===== src/iuv_pkg.sv =====
// Package of register map, field layout and timing constants for the input undervoltage monitor
package iuv_pkg;
    localparam logic [7:0] WARN_ADDR = 8'h58;
    localparam logic [7:0] FAULT_ADDR = 8'h59;
    localparam logic [7:0] REACT_ADDR = 8'h5A;
    localparam int EXP_MSB = 15;
    localparam int EXP_LSB = 11;
    localparam int MANT_MSB = 10;
    localparam int MANT_LSB = 0;
    localparam int RESP_MSB = 7;
    localparam int RESP_LSB = 6;
    localparam int RETRY_MSB = 5;
    localparam int RETRY_LSB = 3;
    localparam int DELAY_MSB = 2;
    localparam int DELAY_LSB = 0;
    localparam logic [10:0] WARN_RESET = 11'h000;
    localparam logic [10:0] FAULT_RESET = 11'h000;
    localparam logic [7:0] REACT_RESET = 8'h00;
    localparam logic [2:0] RETRY_INFINITE = 3'h7;
    localparam int CLK_HZ = 20000000;
    localparam int TICK_MS = 1;
    localparam int TICK_CYCLES = CLK_HZ / 1000 * TICK_MS;
    localparam int DELAY1_BASE_MS = 10;
    localparam int DELAY2_BASE_MS = 252;
    localparam int DELAY2_STEP0_MS = 306;
    localparam int DELAY2_STEP1_MS = 366;
    localparam int DELAY2_STEP_MS = 336;
    typedef enum logic [1:0] {RESP_IGNORE, RESP_DELAY, RESP_RETRY, RESP_WAIT} iuv_resp_t;
    typedef enum {ST_RUN, ST_DELAY1, ST_OFF_WAIT, ST_RETRY_WAIT, ST_LATCHED} iuv_state_t;
endpackage


===== src/iuv_timer_if.sv =====
// Interface between the fault state machine and its millisecond timer
`timescale 1ns/1ps
interface iuv_timer_if;
    logic start;
    logic [11:0] loadMs;
    logic done;
    modport ctl (output start, output loadMs, input done);
    modport tmr (input start, input loadMs, output done);
endinterface

===== src/iuv_monitor.sv =====
// Input undervoltage warning and fault monitor with register port and fault response sequencer
// Function
// - Warn when measured input voltage is below the warning threshold.
// - Fault when measured input voltage is below the fault threshold.
// - Threshold bits 15:11 are read-only and return the configured exponent.
// - Threshold bits 10:0 are a writable eleven-bit mantissa.
// - Threshold value is mantissa times two to the exponent.
// - Reaction bits 7:6 pick fault response; code 00 ignores the fault.
// - Code 01 keeps running delay one, then shuts down and retries.
// - Code 10 shuts down at once and retries per retry field.
// - Code 11 disables output while fault lasts, re-enables when cleared.
// - Reaction bits 5:3 set number of restart attempts.
// - Fault remaining after all retries keeps output disabled until cleared.
// - Latched fault is cleared only by device reset.
// - Interval between restart attempts equals delay two.
// - Delay code picks delay one from 10 ms doubling, delay two from 252 ms.
`timescale 1ns/1ps
module iuv_monitor #(
    parameter int TICK_CYCLES = iuv_pkg::TICK_CYCLES
) (
    input wire logic sys_clk,
    input wire logic rstn,
    input wire logic [7:0] regAddr,
    input wire logic regWrite,
    input wire logic regRead,
    input wire logic [15:0] regWdata,
    output logic [15:0] regRdata_r,
    input wire logic [15:0] inputVoltageSense,
    input wire logic senseValid,
    input wire logic [4:0] exponentSetting,
    output logic warnFlag_r,
    output logic faultFlag_r,
    output logic outputEnable_r,
    output logic faultLatched_r
);
    ////////////////////////////////////////////////////////////////////////
    iuv_timer_if tif();
    iuv_ms_timer #(.TICK_CYCLES(TICK_CYCLES)) u_timer (
        .sys_clk(sys_clk),
        .rstn(rstn),
        .tif(tif)
    );

    // Scaled threshold, saturated so a large exponent cannot wrap into a low limit
    function automatic logic [15:0] scale(input logic [10:0] mant, input logic [4:0] expo);
        logic [47:0] wide;
        wide = 48'(mant) << expo;
        scale = (wide > 48'h00000000FFFF) ? 16'hFFFF : wide[15:0];
    endfunction

    function automatic logic [11:0] delay1Ms(input logic [2:0] code);
        delay1Ms = 12'(iuv_pkg::DELAY1_BASE_MS << code);
    endfunction

    // Delay two is not a clean doubling: base, two odd steps, then equal steps
    function automatic logic [11:0] delay2Ms(input logic [2:0] code);
        delay2Ms = (code == 3'h0) ? 12'(iuv_pkg::DELAY2_BASE_MS) :
            (code == 3'h1) ? 12'(iuv_pkg::DELAY2_BASE_MS + iuv_pkg::DELAY2_STEP0_MS) :
            12'(iuv_pkg::DELAY2_BASE_MS + iuv_pkg::DELAY2_STEP0_MS + iuv_pkg::DELAY2_STEP1_MS
                + (int'(code) - 2) * iuv_pkg::DELAY2_STEP_MS);
    endfunction

    ////////////////////////////////////////////////////////////////////////
    logic [10:0] warnMant_r, warnMant_nxt;
    logic [10:0] faultMant_r, faultMant_nxt;
    logic [7:0] react_r, react_nxt;
    logic [15:0] rdata_nxt;

    always_comb
    begin
        warnMant_nxt = warnMant_r;
        faultMant_nxt = faultMant_r;
        react_nxt = react_r;
        rdata_nxt = regRdata_r;
        if (regWrite)
        begin
            case (regAddr)
                iuv_pkg::WARN_ADDR: warnMant_nxt = regWdata[iuv_pkg::MANT_MSB:iuv_pkg::MANT_LSB];
                iuv_pkg::FAULT_ADDR: faultMant_nxt = regWdata[iuv_pkg::MANT_MSB:iuv_pkg::MANT_LSB];
                iuv_pkg::REACT_ADDR: react_nxt = regWdata[7:0];
                default: ;
            endcase
        end
        if (regRead)
        begin
            case (regAddr)
                iuv_pkg::WARN_ADDR: rdata_nxt = {exponentSetting, warnMant_r};
                iuv_pkg::FAULT_ADDR: rdata_nxt = {exponentSetting, faultMant_r};
                iuv_pkg::REACT_ADDR: rdata_nxt = {8'h00, react_r};
                default: rdata_nxt = 16'h0000;
            endcase
        end
    end

    always_ff @(posedge sys_clk or negedge rstn)
    begin
        if (!rstn)
        begin
            warnMant_r <= iuv_pkg::WARN_RESET;
            faultMant_r <= iuv_pkg::FAULT_RESET;
            react_r <= iuv_pkg::REACT_RESET;
            regRdata_r <= 16'h0000;
        end
        else
        begin
            warnMant_r <= warnMant_nxt;
            faultMant_r <= faultMant_nxt;
            react_r <= react_nxt;
            regRdata_r <= rdata_nxt;
        end
    end

    ////////////////////////////////////////////////////////////////////////
    logic warn_nxt, fault_nxt;

    always_comb
    begin
        warn_nxt = warnFlag_r;
        fault_nxt = faultFlag_r;
        if (senseValid)
        begin
            warn_nxt = inputVoltageSense < scale(warnMant_r, exponentSetting);
            fault_nxt = inputVoltageSense < scale(faultMant_r, exponentSetting);
        end
    end

    always_ff @(posedge sys_clk or negedge rstn)
    begin
        if (!rstn)
        begin
            warnFlag_r <= 1'b0;
            faultFlag_r <= 1'b0;
        end
        else
        begin
            warnFlag_r <= warn_nxt;
            faultFlag_r <= fault_nxt;
        end
    end

    ////////////////////////////////////////////////////////////////////////
    iuv_pkg::iuv_state_t state_r, state_nxt;
    logic [2:0] retries_r, retries_nxt;
    logic outEn_nxt, latched_nxt;
    logic startT;
    logic [11:0] loadT;
    iuv_pkg::iuv_resp_t resp;
    logic [2:0] retryLimit;
    logic [2:0] delayCode;

    assign resp = iuv_pkg::iuv_resp_t'(react_r[iuv_pkg::RESP_MSB:iuv_pkg::RESP_LSB]);
    assign retryLimit = react_r[iuv_pkg::RETRY_MSB:iuv_pkg::RETRY_LSB];
    assign delayCode = react_r[iuv_pkg::DELAY_MSB:iuv_pkg::DELAY_LSB];
    assign tif.start = startT;
    assign tif.loadMs = loadT;

    always_comb
    begin
        state_nxt = state_r;
        retries_nxt = retries_r;
        outEn_nxt = outputEnable_r;
        latched_nxt = faultLatched_r;
        startT = 1'b0;
        loadT = delay2Ms(delayCode);
        case (state_r)
            iuv_pkg::ST_RUN:
            begin
                outEn_nxt = 1'b1;
                retries_nxt = 3'h0;
                if (faultFlag_r)
                begin
                    case (resp)
                        iuv_pkg::RESP_DELAY:
                        begin
                            startT = 1'b1;
                            loadT = delay1Ms(delayCode);
                            state_nxt = iuv_pkg::ST_DELAY1;
                        end
                        iuv_pkg::RESP_RETRY:
                        begin
                            startT = 1'b1;
                            outEn_nxt = 1'b0;
                            state_nxt = (retryLimit == 3'h0) ? iuv_pkg::ST_LATCHED : iuv_pkg::ST_RETRY_WAIT;
                        end
                        iuv_pkg::RESP_WAIT:
                        begin
                            outEn_nxt = 1'b0;
                            state_nxt = iuv_pkg::ST_OFF_WAIT;
                        end
                        default: ;
                    endcase
                end
            end
            iuv_pkg::ST_DELAY1:
            begin
                if (!faultFlag_r)
                    state_nxt = iuv_pkg::ST_RUN;
                else if (tif.done)
                begin
                    startT = 1'b1;
                    outEn_nxt = 1'b0;
                    state_nxt = (retryLimit == 3'h0) ? iuv_pkg::ST_LATCHED : iuv_pkg::ST_RETRY_WAIT;
                end
            end
            iuv_pkg::ST_OFF_WAIT:
            begin
                if (!faultFlag_r)
                begin
                    outEn_nxt = 1'b1;
                    state_nxt = iuv_pkg::ST_RUN;
                end
            end
            iuv_pkg::ST_RETRY_WAIT:
            begin
                if (tif.done)
                begin
                    if (!faultFlag_r)
                    begin
                        outEn_nxt = 1'b1;
                        state_nxt = iuv_pkg::ST_RUN;
                    end
                    else if (retryLimit != iuv_pkg::RETRY_INFINITE && retries_r + 3'h1 >= retryLimit)
                        state_nxt = iuv_pkg::ST_LATCHED;
                    else
                    begin
                        // Attempt counted unless retries are unlimited; fault still present so the restart is refused
                        startT = 1'b1;
                        if (retryLimit != iuv_pkg::RETRY_INFINITE)
                            retries_nxt = retries_r + 3'h1;
                    end
                end
            end
            iuv_pkg::ST_LATCHED:
            begin
                // Only reset leaves this state
                outEn_nxt = 1'b0;
                latched_nxt = 1'b1;
            end
            default: state_nxt = iuv_pkg::ST_RUN;
        endcase
    end

    always_ff @(posedge sys_clk or negedge rstn)
    begin
        if (!rstn)
        begin
            state_r <= iuv_pkg::ST_RUN;
            retries_r <= 3'h0;
            outputEnable_r <= 1'b0;
            faultLatched_r <= 1'b0;
        end
        else
        begin
            state_r <= state_nxt;
            retries_r <= retries_nxt;
            outputEnable_r <= outEn_nxt;
            faultLatched_r <= latched_nxt;
        end
    end
endmodule // iuv_monitor


===== src/iuv_ms_timer.sv =====
// Millisecond down-counter with one-cycle prescaled enable
`timescale 1ns/1ps
module iuv_ms_timer #(
    parameter int TICK_CYCLES = iuv_pkg::TICK_CYCLES
) (
    input wire logic sys_clk,
    input wire logic rstn,
    iuv_timer_if.tmr tif
);
    logic [15:0] preR, preNxt;
    logic [11:0] msR, msNxt;
    logic doneR, doneNxt;
    logic tick;

    assign tif.done = doneR;
    assign tick = (preR == 16'(TICK_CYCLES - 1));

    always_comb
    begin
        preNxt = tick ? 16'h0000 : preR + 16'h0001;
        msNxt = msR;
        doneNxt = 1'b0;
        if (tif.start)
        begin
            msNxt = tif.loadMs;
            preNxt = 16'h0000;
        end
        else if (tick && msR != 12'h000)
        begin
            msNxt = msR - 12'h001;
            doneNxt = (msR == 12'h001);
        end
    end

    always_ff @(posedge sys_clk or negedge rstn)
    begin
        if (!rstn)
        begin
            preR <= 16'h0000;
            msR <= 12'h000;
            doneR <= 1'b0;
        end
        else
        begin
            preR <= preNxt;
            msR <= msNxt;
            doneR <= doneNxt;
        end
    end
endmodule // iuv_ms_timer


===== config.mk =====
export PLATFORM = sky130hd
export DESIGN_NAME = iuv_monitor
export DESIGN_NICKNAME = d
export VERILOG_FILES = /design/src/iuv_pkg.sv /design/src/iuv_timer_if.sv /design/src/iuv_monitor.sv /design/src/iuv_ms_timer.sv
export SDC_FILE = /design/constraint.sdc
export NUM_CORES = 1
export LEC_CHECK = 0
export BUFFER_PORTS_ARGS = -buffer_cell sky130_fd_sc_hd__buf_4
export CAP_MARGIN = 40
export CELL_PAD_IN_SITES_DETAIL_PLACEMENT = 0
export CELL_PAD_IN_SITES_GLOBAL_PLACEMENT = 1
export CORE_MARGIN = 1
export CORE_UTILIZATION = 51
export CTS_BUF_LIST = sky130_fd_sc_hd__clkbuf_4
export CTS_CLUSTER_SIZE = 16
export DETAILED_ROUTE_END_ITERATION = 16
export GPL_TIMING_DRIVEN = 0
export PLACE_DENSITY_LB_ADDON = 0.25
export RECOVER_POWER = 25
export SKIP_LAST_GASP = 1
export SLEW_MARGIN = 25
export SYNTH_ARGS = -nofsm -noshare
export SYNTH_HDL_FRONTEND = slang
export SYNTH_SLANG_ARGS = --single-unit

===== constraint.sdc =====
create_clock -name sys_clk -period 6.75 [get_ports sys_clk]
set_clock_uncertainty 0.05 [all_clocks]
set_input_delay 2.025 -clock sys_clk [delete_from_list [all_inputs] [get_ports sys_clk]]
set_output_delay 2.025 -clock sys_clk [all_outputs]
set_load 0.005 [all_outputs]

[Word level (Yosys, flattened, before mapping)]
Index checks and enable logic that the tools add are counted.
Storage, ports and cells
  bits in registers: 114
  bits of input ports: 50
  output and inout port bits: 20
Operators by class
  add/sub/neg operators: 5
  $mul: 1
  $lt $le $gt $ge: 5
  eq/ne operators: 25
  shifts and indexed selects: 3
  muxes and demuxes: 44
  bitwise operators: 1
  reductions and logical operators: 17
Operators with widths (number)
  $mux W32: 7
  $pmux W32 S5: 1
  $gt A48 B16 Y1 const B: 2
  $pmux W32 S3: 1
  $shl A11 B5 Y48: 2
  $mux W12: 7
  $eq A32 B2 Y1 const B: 2
  $mux W16: 4
  $pmux W16 S3: 1
  $eq A32 B1 Y1 const B: 1
  $eq A32 B3 Y1 const B: 1
  $logic_not A32 Y1: 1
  $lt A16 B16 Y1: 2
  $eq A8 B7 Y1 const B: 3
  $add A16 B1 Y16 const B: 1
  $eq A16 B15 Y1 const B: 1
  $mux W1: 15
  $mux W3: 5
  $add A11 B12 Y12 const A: 1
  $eq A12 B1 Y1 const B: 1
  $ne A2 B2 Y1 const B: 6
  $reduce_bool A12 Y1: 1
  $shl A4 B3 Y12 const A: 1
  $sub A12 B1 Y12 const B: 1
  24 further kinds: 33

[Logic depth before layout (Yosys ltp)]
  depth after elaboration: 9
  gate-level depth with buffers: 23
  mapped depth without buffers: 17

[Cells and area by module]
From an unflattened synthesis, not the netlist that was laid out.
Unflattened totals
  cells, all modules: 862
  area, all modules: 7358.3 um^2
Modules (own cells, without submodules)
  iuv_monitor: instances 1, cells an instance 676, area each 5669.2 um^2, sequential area each 1401.3 um^2
  iuv_ms_timer: instances 1, cells an instance 186, area each 1689.1 um^2, sequential area each 725.7 um^2

[Least setup slack after synthesis]
OpenSTA, ideal clock, no wires.
  path type: input-to-reg
  from: input port exponentSetting[0]
  to: register warnFlag_r
  setup time: 65 ps
  arrival: 5576 ps
  data required time: 6635 ps
  path slack: 1059 ps
  stages on the path: 20
  cell sequence: buf_6 > buf_6 > mux2_4 > mux4_2 > nor4b_2 > a31oi_1 > or4_1 > nor2_1 > a21oi_2 > buf_6 > a21oi_1 > ha_1 > a21o_1 > a21o_1 > a21oi_1 > nor2_1 > nor4bb_1 > nor2_1 > a21oi_1 > o21a_1
Between the ends
  cells in the longest elaborated chain, start to end: 4
RTL lines
  start: declaration: RTL line iuv_monitor.sv:30  | input wire logic [4:0] exponentSetting,
  $shl A11 B5 Y48 (*): RTL line iuv_monitor.sv:47  | wide = 48'(mant) << expo;
  $gt A48 B16 Y1: RTL line iuv_monitor.sv:48  | scale = (wide > 48'h00000000FFFF) ? 16'hFFFF : wide[15:0];
  $mux W16 (*): RTL line iuv_monitor.sv:48
  $lt A16 B16 Y1 (*): RTL line iuv_monitor.sv:122  | warn_nxt = inputVoltageSense < scale(warnMant_r, exponentSetting);
  end signal: assignment: RTL line iuv_monitor.sv:136  | warnFlag_r <= warn_nxt;
  end: declaration: RTL line iuv_monitor.sv:31  | output logic warnFlag_r,
Every way passes the cells marked *; elsewhere a longest branch is shown, timed or not.
A chain may end at the register's enable or synchronous reset.

[Worst setup path in the final report]
  from: input port exponentSetting[2]
  to: register warnFlag_r
Same word-level chain as after synthesis.

==> results.cfg <==
[timing]
slew_violations = 88
finalHoldViolations = 0
finalSetupTns_ps = 0
whs_ps = 461
period_minus_slack_ps = 6200
worstMarginPinSlew_ps = 2960
post-route-period-util = 0.918
finalSetupViolCount = 0
slew_headroom = -0.971
fmax_mhz = 161
grt_setup_unrepaired = no

[floorplanning]
die_area_um2 = 14700
die_h_um = 121
core_area_um2 = 13900
die_x_um = 121
start_util = 0.523
io_pins = 70
rows = 43

[power]
power_leakage_nw = 3.62
ir_drop_mv = 0.149
power_density_nw_per_um2 = 189
p_total_w = 0.00153

[placement]
place_congestion = 0.923
io_buffers = 59
dp_hpwl_um = 16400
place_inst = 1075

[global_routing]
grt_pass1_vias = 6562
grt.total_usage = 0.299
grt_max_degree = 55
antenna_found_initial = 0
overflow = 0
grt_pass1_wl_um = 34200

[critical_path]
crit_type = in -> reg
cp_data_required_time_ps = 7140
arrival_ps = 6590
startpoint_type = input port
endpoint_kind = flip-flop
path_max_fanout = 10

[cells_and_area]
instances_no_fill = 1092
drive_above_1_share = 0.139
fillers = 1305
fin_nets = 1013
diodes = 0
area_delta_synth_final_pct = 11.1

[routing]
ant_nets = 0
met1Wirelength_um = 9860
drc_errors = 0
via_count = 6756
wl_met3_um = 1470
drt_iter0_markers = 593
top_layer = met4
dr_wl_met2_um = 9250
drt_wl_total_um = 21100
drt_first_pass_iters = 4
via_per_inst = 6.19
wire_per_inst_um = 19.3

[synth]
synthSimpleGateAreaFrac = 0.184
synthTopCellsByArea = dfrtp_1 29%, ha_1 9.5%, mux2i_1 4.7%
synth_fa_ha_area_frac = 0.0976
synth_top_family_by_area = simple AND/OR/NAND/NOR gates
synth.distinct_cells = 64
synth_top_cell_area_share = 0.293
synth_ff_type = dfrtp_1
muxShareOfSynthArea = 0.150
yosys.area.top_type = dfrtp_1
synthCells = 835
synth_area_um2 = 7250
synth.avg_cell_area_um2 = 8.69
ys_warn_count = 0
ys_ff_latch = 85
synthXorXnorAreaFrac = 0.0398
syn_nets = 941
synthArstFlopShare = 1.00
synth_compound_area_frac = 0.182
ys_seq_area_frac = 0.293
synth_edf_count = 0

[cts]
cts_tree = yes
clockBufferDepth = 2
cts_resized = 0
clockRootBuffer = clkbuf_4
clk_pin_slew_ps = 180
post_cts_buffers = 0
ctsHoldBuffers = 0
cts-htree-levels = 3
cts.sink_count = 85
clk_latency_ps = 480
numCtsBuffers = 9

[status]
status = finished, violations left
violations = max-capacitance violations, max-slew violations

[worst_hold_path]
hold_class = reg -> reg

[run]
cap_violations = 2
## cell usage in the layout, fill, tap and decap left out, types with 6 or more instances in the layout
cell type,n
nor2_1,85
dfrtp_1,85
nand2_1,67
a21oi_1,58
buf_4,58
ha_1,55
inv_1,41
clkbuf_1,40
o21ai_0,40
mux2i_1,34
xor2_1,21
o22ai_1,20
mux2_1,19
nand3_1,18
nor2b_1,18
mux2_2,18
nor3_1,16
a21o_1,15
mux4_2,14
nand4_1,13
xnor2_1,12
o21ai_1,12
a31oi_1,12
nand2b_1,11
clkbuf_4,9
a211oi_1,7
a22o_1,7
nor4_1,6
nor3b_1,6
o211ai_1,6
## per-layer routing
metal	track usage	vias to the layer above
met5	0	-
met4	0.0941	0
met3	0.0545	43
met2	0.451	287
met1	0.433	3263
li1	-	3163
## synth_stat cells (all sizes together) (3+ instances only)
master,n
and3,4
o211ai,6
buf,12
nand2b,11
a221oi,3
nor2,85
nor4b,3
a31oi,12
or2,3
o31ai,5
nor2b,18
inv,43
mux2,38
nand2,67
nand3,18
clkbuf,38
a22o,7
a211oi,7
nand4,13
ha,55
nor3b,6
mux2i,34
o2111ai,3
or3,3
o21ai,52
o21a,4
o22ai,20
nor4,6
xnor2,12
or4b,3
a21oi,62
nor3,16
xor2,21
mux4,14
a21o,15
nand3b,5
dfrtp,85
## per-stage QoR
step / area (um2) / worst slack (ps) / util
floorplan: 7250 / 1060 / -
global placement: 7920 / 276 / 0.571
detailed placement: 7950 / 209 / 0.573
CTS: 8080 / 705 / 0.582
global route: 8060 / 252 / 0.581
finish: 8060 / 553 / 0.581
## logic make-up after synthesis
group,count (synthesis)
xor gates and xnor gates,33
DFF,85
buffers and inverters,93
and+or+nand+nor,271
adders and majority gates,56
muxes,86
AOI/OAI and AO/OA,211
## area by class of cell
cell class,instances,area (um2),area share
multi-input combinational,657,4740,0.588
buffer,50,223,0.0276
tap,180,225,0.0279
timing repair buffer,61,448,0.0556
clock buffer,9,67.6,0.00838
clock inverter,7,65.1,0.00807
inverter,43,161,0.0200
sequential,85,2130,0.264
## registers in the layout (all words and copies together) (netlist names)
signal / cells
regRdata_r: 16
u_timer.preR: 16
u_timer.msR: 12
faultMant_r: 11
warnMant_r: 11
react_r: 8
retries_r: 3
state_r: 3
faultFlag_r: 1
faultLatched_r: 1
outputEnable_r: 1
u_timer.tif.done: 1
warnFlag_r: 1
## where the power goes
part / internal, W / total [W] / switching, W
clock network: 0.0000843 / 0.000294 / 0.000210
registers: 0.000580 / 0.000656 / 0.0000757
logic: 0.000242 / 0.000575 / 0.000334
## critical path, stage by stage
cell and delay, ps:
clkbuf_1 380, clkbuf_1 510, clkbuf_1 510, nand2_1 220
o311ai_0 460, nand4b_1 170, o41a_1 170, a21oi_1 200
a21oi_2 140, buf_6 180, a21oi_1 170, ha_1 280
a21o_1 160, a21o_1 170, a21oi_1 140, nor2_1 50
nor4bb_1 300, nor2_1 70, a21oi_1 130, o21a_1 130
## path summary, 6_finish.rpt
kind,endpoint,cells after the start,slack [ps],from
setup / recovery,warnFlag_r,20,550,exponentSetting[2]
hold / removal,faultLatched_r,1,460,faultLatched_r
setup reg to reg,warnFlag_r,19,2210,warnMant_r[5]
hold reg to reg,faultLatched_r,1,460,faultLatched_r
max in group asynchronous,regRdata_r[15],2,1140,rstn
min in group asynchronous,u_timer.preR[1],1,1960,rstn
No activity file was read; power rests on OpenSTA's default activity.
